<file path="src/hw/line_event_pkg.sv">
package line_event_pkg;

  // ---------------------------------------------------------------
  // register map
  // ---------------------------------------------------------------
  localparam logic [7:0] ALARM_STATUS_OFFSET = 8'h19;
  localparam logic [7:0] EVENT_STATUS_SECOND_OFFSET = 8'h1A;
  localparam logic [7:0] ERROR_TALLY_LOW_BYTE_OFFSET = 8'h1B;
  localparam logic [7:0] ERROR_TALLY_HIGH_BYTE_OFFSET = 8'h1C;

  // ---------------------------------------------------------------
  // field positions and reset values
  // ---------------------------------------------------------------
  localparam int WAVEFORM_AMPLITUDE_OVERFLOW_BIT = 7;
  localparam int JITTER_BUFFER_OVERFLOW_BIT = 6;
  localparam int JITTER_BUFFER_UNDERFLOW_BIT = 5;
  localparam int PATTERN_LOGIC_ERROR_BIT = 4;
  localparam int EXCESS_ZEROS_BIT = 3;
  localparam int CODE_VIOLATION_BIT = 2;
  localparam int SECOND_TIMER_EXPIRY_BIT = 1;
  localparam int TALLY_OVERFLOW_BIT = 0;
  localparam int ALARM_FLAG_BIT = 1;
  localparam logic [7:0] EVENT_STATUS_RESET = 8'h00;
  localparam logic [15:0] ERROR_TALLY_RESET = 16'h0000;
  localparam logic [7:0] READ_DATA_RESET = 8'h00;
  localparam logic [7:0] UNMAPPED_READ_VALUE = 8'h00;

  // ---------------------------------------------------------------
  // carriers
  // ---------------------------------------------------------------
  typedef struct packed {
    logic rd_en;
    logic [7:0] addr;
  } host_read_type;

  // one-cycle event pulses from the line logic, msb first as in the status byte
  typedef struct packed {
    logic waveform_amplitude_overflow;
    logic jitter_buffer_overflow;
    logic jitter_buffer_underflow;
    logic pattern_logic_error;
    logic excess_zeros;
    logic code_violation;
    logic second_timer_expiry;
  } line_event_type;

  typedef struct packed {
    logic alarm_status;
    logic alarm_interrupt_mask;
    logic alarm_edge_select;
  } alarm_ctrl_type;

endpackage : line_event_pkg

</file>
<file path="src/hw/error_tally_counter.sv">
`timescale 1ns/100ps
`default_nettype none

module error_tally_counter #(
  parameter int WIDTH = 16
) (
  input wire logic ref_clk,
  input wire logic rst_n,
  input wire logic count_pulse,
  output logic [WIDTH-1:0] tally,
  output logic tally_overflow
);
  import line_event_pkg::*;

  typedef struct packed {
    logic [WIDTH-1:0] tally;
    logic overflow;
  } tally_state_type;

  tally_state_type state_q;
  tally_state_type state_d;

  // ---------------------------------------------------------------
  // counter
  // ---------------------------------------------------------------
  always_comb begin
    state_d = state_q;
    state_d.overflow = 1'b0;
    if (count_pulse) begin
      state_d.tally = state_q.tally + {{(WIDTH-1){1'b0}}, 1'b1};
      // wraps to zero; the wrap itself is the overflow event
      state_d.overflow = &state_q.tally;
    end
  end

  always_ff @(posedge ref_clk or negedge rst_n) begin
    if (!rst_n) begin
      state_q.tally <= WIDTH'(ERROR_TALLY_RESET);
      state_q.overflow <= 1'b0;
    end else begin
      state_q <= state_d;
    end
  end

  assign tally = state_q.tally;
  assign tally_overflow = state_q.overflow;

  AST_TALLY_WRAP: assert property (@(posedge ref_clk) disable iff (!rst_n)
    count_pulse && (&tally) |=> tally_overflow && tally == '0)
    else $error("tally wrap did not flag overflow");

endmodule : error_tally_counter

`default_nettype wire

</file>
<file path="src/hw/line_event_status.sv">
// Operation
// - reading event status returns flags, then clears them and drops their request
// - bit 7 latches waveform amplitude overflow, else zero
// - bit 6 latches jitter buffer overflow, else zero
// - bit 5 latches jitter buffer underflow, else zero
// - bit 4 latches pattern detector logic error
// - bit 3 latches excessive zeros on receive line
// - bit 2 latches received code violation
// - bit 1 latches each one-second timer expiry
// - bit 0 latches 16-bit error tally overflow
// - all eight event flags reset to zero
// - low tally byte shows counter bits 7..0, resets to zero
// - high tally byte shows counter bits 15..8, resets to zero
// - unmasked alarm interrupts on rise, or any change when edge select set
`timescale 1ns/100ps
`default_nettype none

module line_event_status (
  input wire logic ref_clk,
  input wire logic rst_n,
  input wire line_event_pkg::host_read_type host_read,
  input wire line_event_pkg::line_event_type line_events,
  input wire logic error_pulse,
  input wire line_event_pkg::alarm_ctrl_type alarm_ctrl,
  output logic [7:0] rd_data,
  output logic int_req
);
  import line_event_pkg::*;

  typedef struct packed {
    logic [7:0] event_flags;
    logic alarm_flag;
    logic alarm_prev;
    logic [7:0] rd_data;
    logic int_req;
  } status_state_type;

  status_state_type state_q;
  status_state_type state_d;
  logic [15:0] tally;
  logic tally_overflow;
  logic [7:0] event_set;
  logic alarm_event;
  logic rd_events;
  logic rd_alarm;

  // ---------------------------------------------------------------
  // error tally
  // ---------------------------------------------------------------
  error_tally_counter #(
    .WIDTH(16)
  ) u_tally (
    .ref_clk(ref_clk),
    .rst_n(rst_n),
    .count_pulse(error_pulse),
    .tally(tally),
    .tally_overflow(tally_overflow)
  );

  // ---------------------------------------------------------------
  // event sources
  // ---------------------------------------------------------------
  assign event_set = {line_events, tally_overflow};
  assign rd_events = host_read.rd_en && host_read.addr == EVENT_STATUS_SECOND_OFFSET;
  assign rd_alarm = host_read.rd_en && host_read.addr == ALARM_STATUS_OFFSET;
  // the status input is taken as synchronous, so no extra stage before the compare
  assign alarm_event = !alarm_ctrl.alarm_interrupt_mask &&
    (alarm_ctrl.alarm_edge_select ? (alarm_ctrl.alarm_status != state_q.alarm_prev)
                                  : (alarm_ctrl.alarm_status && !state_q.alarm_prev));

  // ---------------------------------------------------------------
  // next state
  // ---------------------------------------------------------------
  always_comb begin
    state_d = state_q;
    state_d.alarm_prev = alarm_ctrl.alarm_status;
    // a set in the cycle of the read wins, so no event is lost
    state_d.event_flags = (rd_events ? 8'h00 : state_q.event_flags) | event_set;
    state_d.alarm_flag = (rd_alarm ? 1'b0 : state_q.alarm_flag) | alarm_event;
    state_d.rd_data = READ_DATA_RESET;
    if (host_read.rd_en) begin
      case (host_read.addr)
        EVENT_STATUS_SECOND_OFFSET: state_d.rd_data = state_q.event_flags;
        ALARM_STATUS_OFFSET: state_d.rd_data = {6'h00, state_q.alarm_flag, 1'b0};
        ERROR_TALLY_LOW_BYTE_OFFSET: state_d.rd_data = tally[7:0];
        ERROR_TALLY_HIGH_BYTE_OFFSET: state_d.rd_data = tally[15:8];
        default: state_d.rd_data = UNMAPPED_READ_VALUE;
      endcase
    end
    // flags of this byte have no mask of their own, so each one requests
    state_d.int_req = (|state_d.event_flags) || state_d.alarm_flag;
  end

  always_ff @(posedge ref_clk or negedge rst_n) begin
    if (!rst_n) begin
      state_q.event_flags <= EVENT_STATUS_RESET;
      state_q.alarm_flag <= 1'b0;
      state_q.alarm_prev <= 1'b0;
      state_q.rd_data <= READ_DATA_RESET;
      state_q.int_req <= 1'b0;
    end else begin
      state_q <= state_d;
    end
  end

  assign rd_data = state_q.rd_data;
  assign int_req = state_q.int_req;

  // ---------------------------------------------------------------
  // checks
  // ---------------------------------------------------------------
  AST_READ_RETURNS_FLAGS: assert property (@(posedge ref_clk) disable iff (!rst_n)
    rd_events |=> rd_data == $past(state_q.event_flags))
    else $error("status read returned wrong flags");
  AST_READ_CLEARS: assert property (@(posedge ref_clk) disable iff (!rst_n)
    rd_events && event_set == 8'h00 |=> state_q.event_flags == 8'h00)
    else $error("status read did not clear flags");
  AST_WAVEFORM_SET: assert property (@(posedge ref_clk) disable iff (!rst_n)
    line_events.waveform_amplitude_overflow |=> state_q.event_flags[7])
    else $error("amplitude overflow not latched");
  AST_JITTER_OVF_SET: assert property (@(posedge ref_clk) disable iff (!rst_n)
    line_events.jitter_buffer_overflow |=> state_q.event_flags[6])
    else $error("jitter overflow not latched");
  AST_JITTER_UDF_SET: assert property (@(posedge ref_clk) disable iff (!rst_n)
    line_events.jitter_buffer_underflow |=> state_q.event_flags[5])
    else $error("jitter underflow not latched");
  AST_PATTERN_SET: assert property (@(posedge ref_clk) disable iff (!rst_n)
    line_events.pattern_logic_error |=> state_q.event_flags[4])
    else $error("pattern error not latched");
  AST_ZEROS_SET: assert property (@(posedge ref_clk) disable iff (!rst_n)
    line_events.excess_zeros |=> state_q.event_flags[3])
    else $error("excess zeros not latched");
  AST_CV_SET: assert property (@(posedge ref_clk) disable iff (!rst_n)
    line_events.code_violation |=> state_q.event_flags[2])
    else $error("code violation not latched");
  AST_TIMER_SET: assert property (@(posedge ref_clk) disable iff (!rst_n)
    line_events.second_timer_expiry |=> state_q.event_flags[1])
    else $error("timer expiry not latched");
  AST_TALLY_OVF_SET: assert property (@(posedge ref_clk) disable iff (!rst_n)
    error_pulse && (&tally) |=> ##1 state_q.event_flags[0])
    else $error("tally overflow not latched");
  AST_NO_SPURIOUS: assert property (@(posedge ref_clk) disable iff (!rst_n)
    !rd_events && event_set == 8'h00 |=> state_q.event_flags == $past(state_q.event_flags))
    else $error("flag changed with no cause");
  AST_TALLY_BYTES: assert property (@(posedge ref_clk) disable iff (!rst_n)
    host_read.rd_en && host_read.addr == ERROR_TALLY_LOW_BYTE_OFFSET
    |=> rd_data == $past(tally[7:0]))
    else $error("low tally byte wrong");
  AST_TALLY_HIGH: assert property (@(posedge ref_clk) disable iff (!rst_n)
    host_read.rd_en && host_read.addr == ERROR_TALLY_HIGH_BYTE_OFFSET
    |=> rd_data == $past(tally[15:8]))
    else $error("high tally byte wrong");
  AST_ALARM_RISE: assert property (@(posedge ref_clk) disable iff (!rst_n)
    !alarm_ctrl.alarm_interrupt_mask && $rose(alarm_ctrl.alarm_status)
    |=> state_q.alarm_flag && int_req)
    else $error("alarm rise gave no request");
  AST_REQ_FOLLOWS_FLAGS: assert property (@(posedge ref_clk) disable iff (!rst_n)
    int_req == ((|state_q.event_flags) || state_q.alarm_flag))
    else $error("request does not follow flags");

  // ---------------------------------------------------------------
  // alarm, request, read path, tally and reset checks
  // ---------------------------------------------------------------
  // history restarts at zero, so the first edge after reset is left out
  AST_ALARM_CHANGE: assert property (@(posedge ref_clk) disable iff (!rst_n)
    $past(rst_n) && !alarm_ctrl.alarm_interrupt_mask && alarm_ctrl.alarm_edge_select &&
    $changed(alarm_ctrl.alarm_status) |=> state_q.alarm_flag)
    else $error("alarm change gave no flag");
  AST_ALARM_MASKED: assert property (@(posedge ref_clk) disable iff (!rst_n)
    alarm_ctrl.alarm_interrupt_mask && !state_q.alarm_flag |=> !state_q.alarm_flag)
    else $error("masked alarm raised a flag");
  AST_ALARM_READ_BIT: assert property (@(posedge ref_clk) disable iff (!rst_n)
    rd_alarm |=> rd_data[ALARM_FLAG_BIT] == $past(state_q.alarm_flag))
    else $error("alarm read returned wrong flag");
  AST_ALARM_READ_CLEARS: assert property (@(posedge ref_clk) disable iff (!rst_n)
    rd_alarm && !alarm_event |=> !state_q.alarm_flag)
    else $error("alarm read did not clear flag");
  AST_EVENT_RAISES_REQ: assert property (@(posedge ref_clk) disable iff (!rst_n)
    event_set != 8'h00 |=> int_req)
    else $error("event gave no request");
  AST_SET_DURING_READ: assert property (@(posedge ref_clk) disable iff (!rst_n)
    rd_events |=> state_q.event_flags == $past(event_set))
    else $error("read lost a new event");
  AST_RD_DATA_IDLE: assert property (@(posedge ref_clk) disable iff (!rst_n)
    !host_read.rd_en |=> rd_data == READ_DATA_RESET)
    else $error("read data not idle");
  AST_UNMAPPED: assert property (@(posedge ref_clk) disable iff (!rst_n)
    host_read.rd_en && (host_read.addr < ALARM_STATUS_OFFSET ||
    host_read.addr > ERROR_TALLY_HIGH_BYTE_OFFSET) |=> rd_data == UNMAPPED_READ_VALUE)
    else $error("unmapped read not zero");
  AST_TALLY_STEP: assert property (@(posedge ref_clk) disable iff (!rst_n)
    error_pulse && !(&tally) |=> tally == $past(tally) + 16'h0001)
    else $error("tally did not step by one");
  AST_TALLY_HOLD: assert property (@(posedge ref_clk) disable iff (!rst_n)
    !error_pulse |=> $stable(tally))
    else $error("tally moved with no error");
  // no disable here: this one watches the reset itself
  AST_RESET_CLEARS: assert property (@(posedge ref_clk)
    !rst_n |=> state_q.event_flags == EVENT_STATUS_RESET && tally == ERROR_TALLY_RESET &&
    !int_req && rd_data == READ_DATA_RESET)
    else $error("reset left state behind");

  // ---------------------------------------------------------------
  // per-flag checks
  // ---------------------------------------------------------------
  for (genvar i = 0; i < 8; i++) begin : g_flag_chk
    AST_FLAG_STICKY: assert property (@(posedge ref_clk) disable iff (!rst_n)
      state_q.event_flags[i] && !rd_events |=> state_q.event_flags[i])
      else $error("flag dropped with no read");
    AST_FLAG_READ_CLEARS: assert property (@(posedge ref_clk) disable iff (!rst_n)
      rd_events && !event_set[i] |=> !state_q.event_flags[i])
      else $error("flag survived a read");
  end

  // ---------------------------------------------------------------
  // coverage
  // ---------------------------------------------------------------
  COV_READ_WITH_FLAG: cover property (@(posedge ref_clk) disable iff (!rst_n)
    rd_events && state_q.event_flags != 8'h00);
  COV_SET_DURING_READ: cover property (@(posedge ref_clk) disable iff (!rst_n)
    rd_events && event_set != 8'h00);
  COV_TALLY_WRAP: cover property (@(posedge ref_clk) disable iff (!rst_n) tally_overflow);
  COV_ALARM_FALL: cover property (@(posedge ref_clk) disable iff (!rst_n)
    alarm_event && !alarm_ctrl.alarm_status);
  COV_MASKED_RISE: cover property (@(posedge ref_clk) disable iff (!rst_n)
    alarm_ctrl.alarm_interrupt_mask && alarm_ctrl.alarm_status && !state_q.alarm_prev);

endmodule : line_event_status

`default_nettype wire

</file>
<file path="config.mk">
export PLATFORM = sky130hd
export DESIGN_NAME = line_event_status
export DESIGN_NICKNAME = d
export VERILOG_FILES = /design/src/hw/line_event_pkg.sv /design/src/hw/error_tally_counter.sv /design/src/hw/line_event_status.sv
export SDC_FILE = /design/constraint.sdc
export NUM_CORES = 1
export LEC_CHECK = 0
export BUFFER_PORTS_ARGS = -buffer_cell sky130_fd_sc_hd__buf_2
export CAP_MARGIN = 20
export CORE_ASPECT_RATIO = 1.25
export CORE_MARGIN = 1
export CORE_UTILIZATION = 35
export CTS_CLUSTER_SIZE = 14
export DETAILED_ROUTE_END_ITERATION = 16
export HOLD_SLACK_MARGIN = 0.05
export PLACE_DENSITY_LB_ADDON = 0.15
export RECOVER_POWER = 100
export SETUP_SLACK_MARGIN = 0.1
export SLEW_MARGIN = 20
export SYNTH_ARGS = -nofsm -noshare
export SYNTH_HDL_FRONTEND = slang
export SYNTH_HIERARCHICAL = 1
export SYNTH_SLANG_ARGS = --single-unit
</file>
<file path="constraint.sdc">
create_clock -name ref_clk -period 1.8 [get_ports ref_clk]
set_clock_uncertainty 0.15 [all_clocks]
set_input_delay 0.36 -clock ref_clk [delete_from_list [all_inputs] [get_ports ref_clk]]
set_output_delay 0.36 -clock ref_clk [all_outputs]
set_load 0.01 [all_outputs]
</file>
==> impl_metrics.py <==
metrics = {
    "floorplanning": {
        "die_h_um": 80.8,
        "ioPinCount": 31,
        "dieArea_sq_um": 5260,
        "initial_utilization_pct": 36.5,
        "core_sq_um": 4760,
        "die_x_um": 65.1,
        "rows": 28,
    },
    "routing": {
        "final_antenna_net_count": 0,
        "drtPass1Iterations": 5,
        "vias": 1315,
        "vias_per_cell": 5.20,
        "wl_per_cell_um": 14.9,
        "drt_iter0_drc": 37,
        "drc": 0,
        "drt-total-wl_um": 3760,
    },
    "critical_path": {
        "reg2regPathDepth": 3,
        "timing.rr.end": "u_tally/tally_overflow$_DFF_PN0_",
        "cp-start-kind": "flip-flop",
        "cpMaxStageDelayCell": "or4_4",
        "crit_buf_inv": 0,
        "cpPeakStageDelay_ns": 0.49,
        "crit_fanout": 6,
        "cpLargestDelayFamily": "simple AND/OR/NAND/NOR gates",
        "reg2reg_from": "u_tally/tally[7]$_DFFE_PN0P_",
        "cp.required_ns": 1.86,
        "path_cells": "nand4_2 -> or4_4 -> nor3_2",
        "path_class": "flip-flop to flip-flop",
        "crit_path_end_kind": "flip-flop",
        "arrival_ns": 1.71,
        "worst-path-stages": 3,
        "r2r_slack_ns": 0.15,
        "critPathLaunch": "u_tally/tally[7]$_DFFE_PN0P_",
    },
    "clocking": {
        "cts_sinks": 36,
        "htree_levels": 2,
        "path_clk_slew_ns": 0.08,
        "cts_buffers": 5,
        "cts_root_buf": "clkbuf_8",
        "cts_buffer_depth": 2,
        "clock_latency_ns": 0.29,
        "cts_tree": "done",
    },
    "logic_synthesis": {
        "yosysTopAreaCell": "dfrtp_1",
        "synthArstFlopShare_pct": 100,
        "syn_area_per_cell_sq_um": 10.9,
        "synth_seq_area_share_pct": 51.8,
        "synthTopCellsByCount": "36 x dfrtp_1, 12 x nor2_1, 10 x xor2_1",
        "synth_nets": 183,
        "synth_most_common_cell": "dfrtp_1",
        "syn_inst": 159,
        "syn_area_sq_um": 1740,
        "ys_warn_count": 6,
        "synth_cell_type_count": 33,
        "synth_area_leaders": "dfrtp_1 52%, xor2_1 5.0%, buf_4 3.9%",
        "synth_edf_count": 0,
        "synth.ff_latch_count": 36,
        "ys.flop_type": "dfrtp_1",
        "yosysTopAreaCellShare_pct": 51.8,
    },
    "global_routing": {
        "grt_pass1_wl_um": 6160,
        "grt_pass1_vias": 1274,
        "grt_usage_pct": 15.9,
        "grt_max_degree": 22,
        "grt_antenna_before_repair": 0,
        "grt_overflow": 0,
    },
    "cells_and_area": {
        "final-seq-area_sq_um": 902,
        "nNetsFinal": 216,
        "multi_input_area_sq_um": 731,
        "area_delta_synth_final_pct": 16.7,
        "drive_gt1_share_pct": 19.7,
        "fill_cells": 487,
        "insertedDiodeCount": 0,
    },
    "placement": {
        "io_buffers": 30,
        "place_congestion": 0.806,
        "dp_hpwl_um": 2870,
        "dp_slack_ns": 0.0259,
    },
    "sta": {
        "setup_slack_ns": 0.148,
        "finalSetupTns_ns": 0,
        "rsz0062_at_grt": "no",
        "min_period_over_period_pct": 91.8,
        "drv_slew": 0,
        "period_minus_slack_ns": 1.65,
        "fmax_ghz": 0.605,
        "setup_viol": 0,
        "slew-limit-headroom_pct": 37.6,
        "tightest_slew_ns": 0.936,
        "hold_violations": 0,
    },
    "worst_hold_path": {
        "hold_end": "state_q[14]$_DFF_PN0_",
        "hp-start": "line_events[2]",
        "whs_path_depth": 2,
        "hold_path_class": "input pin to flip-flop",
    },
    "pwr": {
        "cellPowerDensity_nw_per_um2": 965,
        "ir_drop_mv": 0.372,
        "p_leak_nw": 0.848,
    },
    "outcome": {
        "status": "finished, final reports clean",
    },
    "job": {
        "cap_violations": 0,
    },
}
[state kept, by name (all words and copies together) (netlist names)]
signal,count
u_tally/tally,16
state_q,10
rd_data,8
int_req,1
u_tally/tally_overflow,1
[through the flow]
| stage | utilization [%] | total power [mW] | cell area, sq um | cells | hold WS [ns] |
|---|---|---|---|---|---|
| 2_1_floorplan | - | 1.22 | 1740 | 159 | -0.0856 |
| 3_3_place_gp | 40.9 | 1.40 | 1950 | 243 | 0.142 |
| 3_5_place_dp | 40.9 | 1.41 | 1950 | 243 | 0.158 |
| 4_1_cts | 43.2 | 2.01 | 2060 | 253 | 0.0969 |
| 5_1_grt | 42.6 | 2.06 | 2030 | 253 | 0.102 |
| 6_report | 42.6 | 1.96 | 2030 | 253 | 0.104 |
[layout make-up]
type / count / area share (%)
multi-input cells: 105 / 36.0
clock buffers: 5 / 3.39
inverters: 4 / 0.740
flip-flops and latches: 36 / 44.5
well taps: 60 / 3.70
clock inverters: 3 / 1.17
repair buffers: 40 / 10.5
[cell usage in the layout, fill, tap and decap left out, types with 2 or more instances in the layout]
| master | instances |
|---|---|
| nand2_1 | 7 |
| a211o_1 | 2 |
| a22oi_1 | 7 |
| nand3_1 | 6 |
| clkinvlp_4 | 2 |
| ha_1 | 2 |
| nor2_1 | 12 |
| buf_4 | 3 |
| nor2b_1 | 2 |
| a2bb2oi_1 | 7 |
| mux2_2 | 2 |
| nand4_1 | 6 |
| nand3b_1 | 3 |
| nor3_1 | 5 |
| dfrtp_1 | 35 |
| xnor2_1 | 5 |
| dlygate4sd3_1 | 2 |
| buf_2 | 19 |
| inv_1 | 4 |
| nor4_1 | 9 |
| a21oi_1 | 2 |
| clkbuf_1 | 15 |
| xor2_1 | 10 |
| clkbuf_8 | 5 |
| a21o_1 | 8 |
[worst register-to-register path, cell delays in order, from the launching register on]
cell and delay (ns):
dfrtp_1 0.47, nand4_2 0.24, or4_4 0.49, nor3_2 0.22
[per-layer routing]
metal | global-route usage [%] | share of wire [%] | vias up
met4 | 6.52 | 1.6 | 0
met3 | 3.79 | 3.9 | 6
met1 | 19.3 | 45 | 637
met2 | 26.9 | 50 | 34
li1 | - | - | 638
met5 | 0 | 0 | -
[repair_timing]
| item | in CTS | in global routing |
|---|---|---|
| setup endpoints to repair | 0 | 1 |
| hold buffers | 2 | 0 |
| setup buffers | 0 | 0 |
| endpoints found under the hold margin | 16 | 0 |
| resized for setup | 0 | 1 |
[report_power, final]
group	total, mW	internal [mW]	switching (mW)
logic	0.347	0.163	0.185
clock network	0.587	0.274	0.313
registers	1.02	0.895	0.128
total	1.96	1.33	0.626
[cells by family (layout without fill, tap and decap cells)]
group,after synthesis,after routing,share of synthesized area [%]
xor+xnor,15,15,7.55
mux,2,2,1.29
compound gates,29,29,12.7
fa+ha+maj,2,2,1.44
flops,36,36,51.8
simple gates,57,57,19.1
buf+inv,18,52,6.04
[how the worst max path moves through the flow]
stage                                        to  slack (ns)
6_report       u_tally/tally_overflow$_DFF_PN0_        0.15
5_1_grt           u_tally/tally[13]$_DFFE_PN0P_        0.09
4_1_cts        u_tally/tally_overflow$_DFF_PN0_        0.14
3_5_place_dp               rd_data[6]$_DFF_PN0_        0.03
3_3_place_gp               rd_data[1]$_DFF_PN0_        0.09
2_1_floorplan     u_tally/tally[10]$_DFFE_PN0P_        0.19
(Power assumes the default switching activity.)
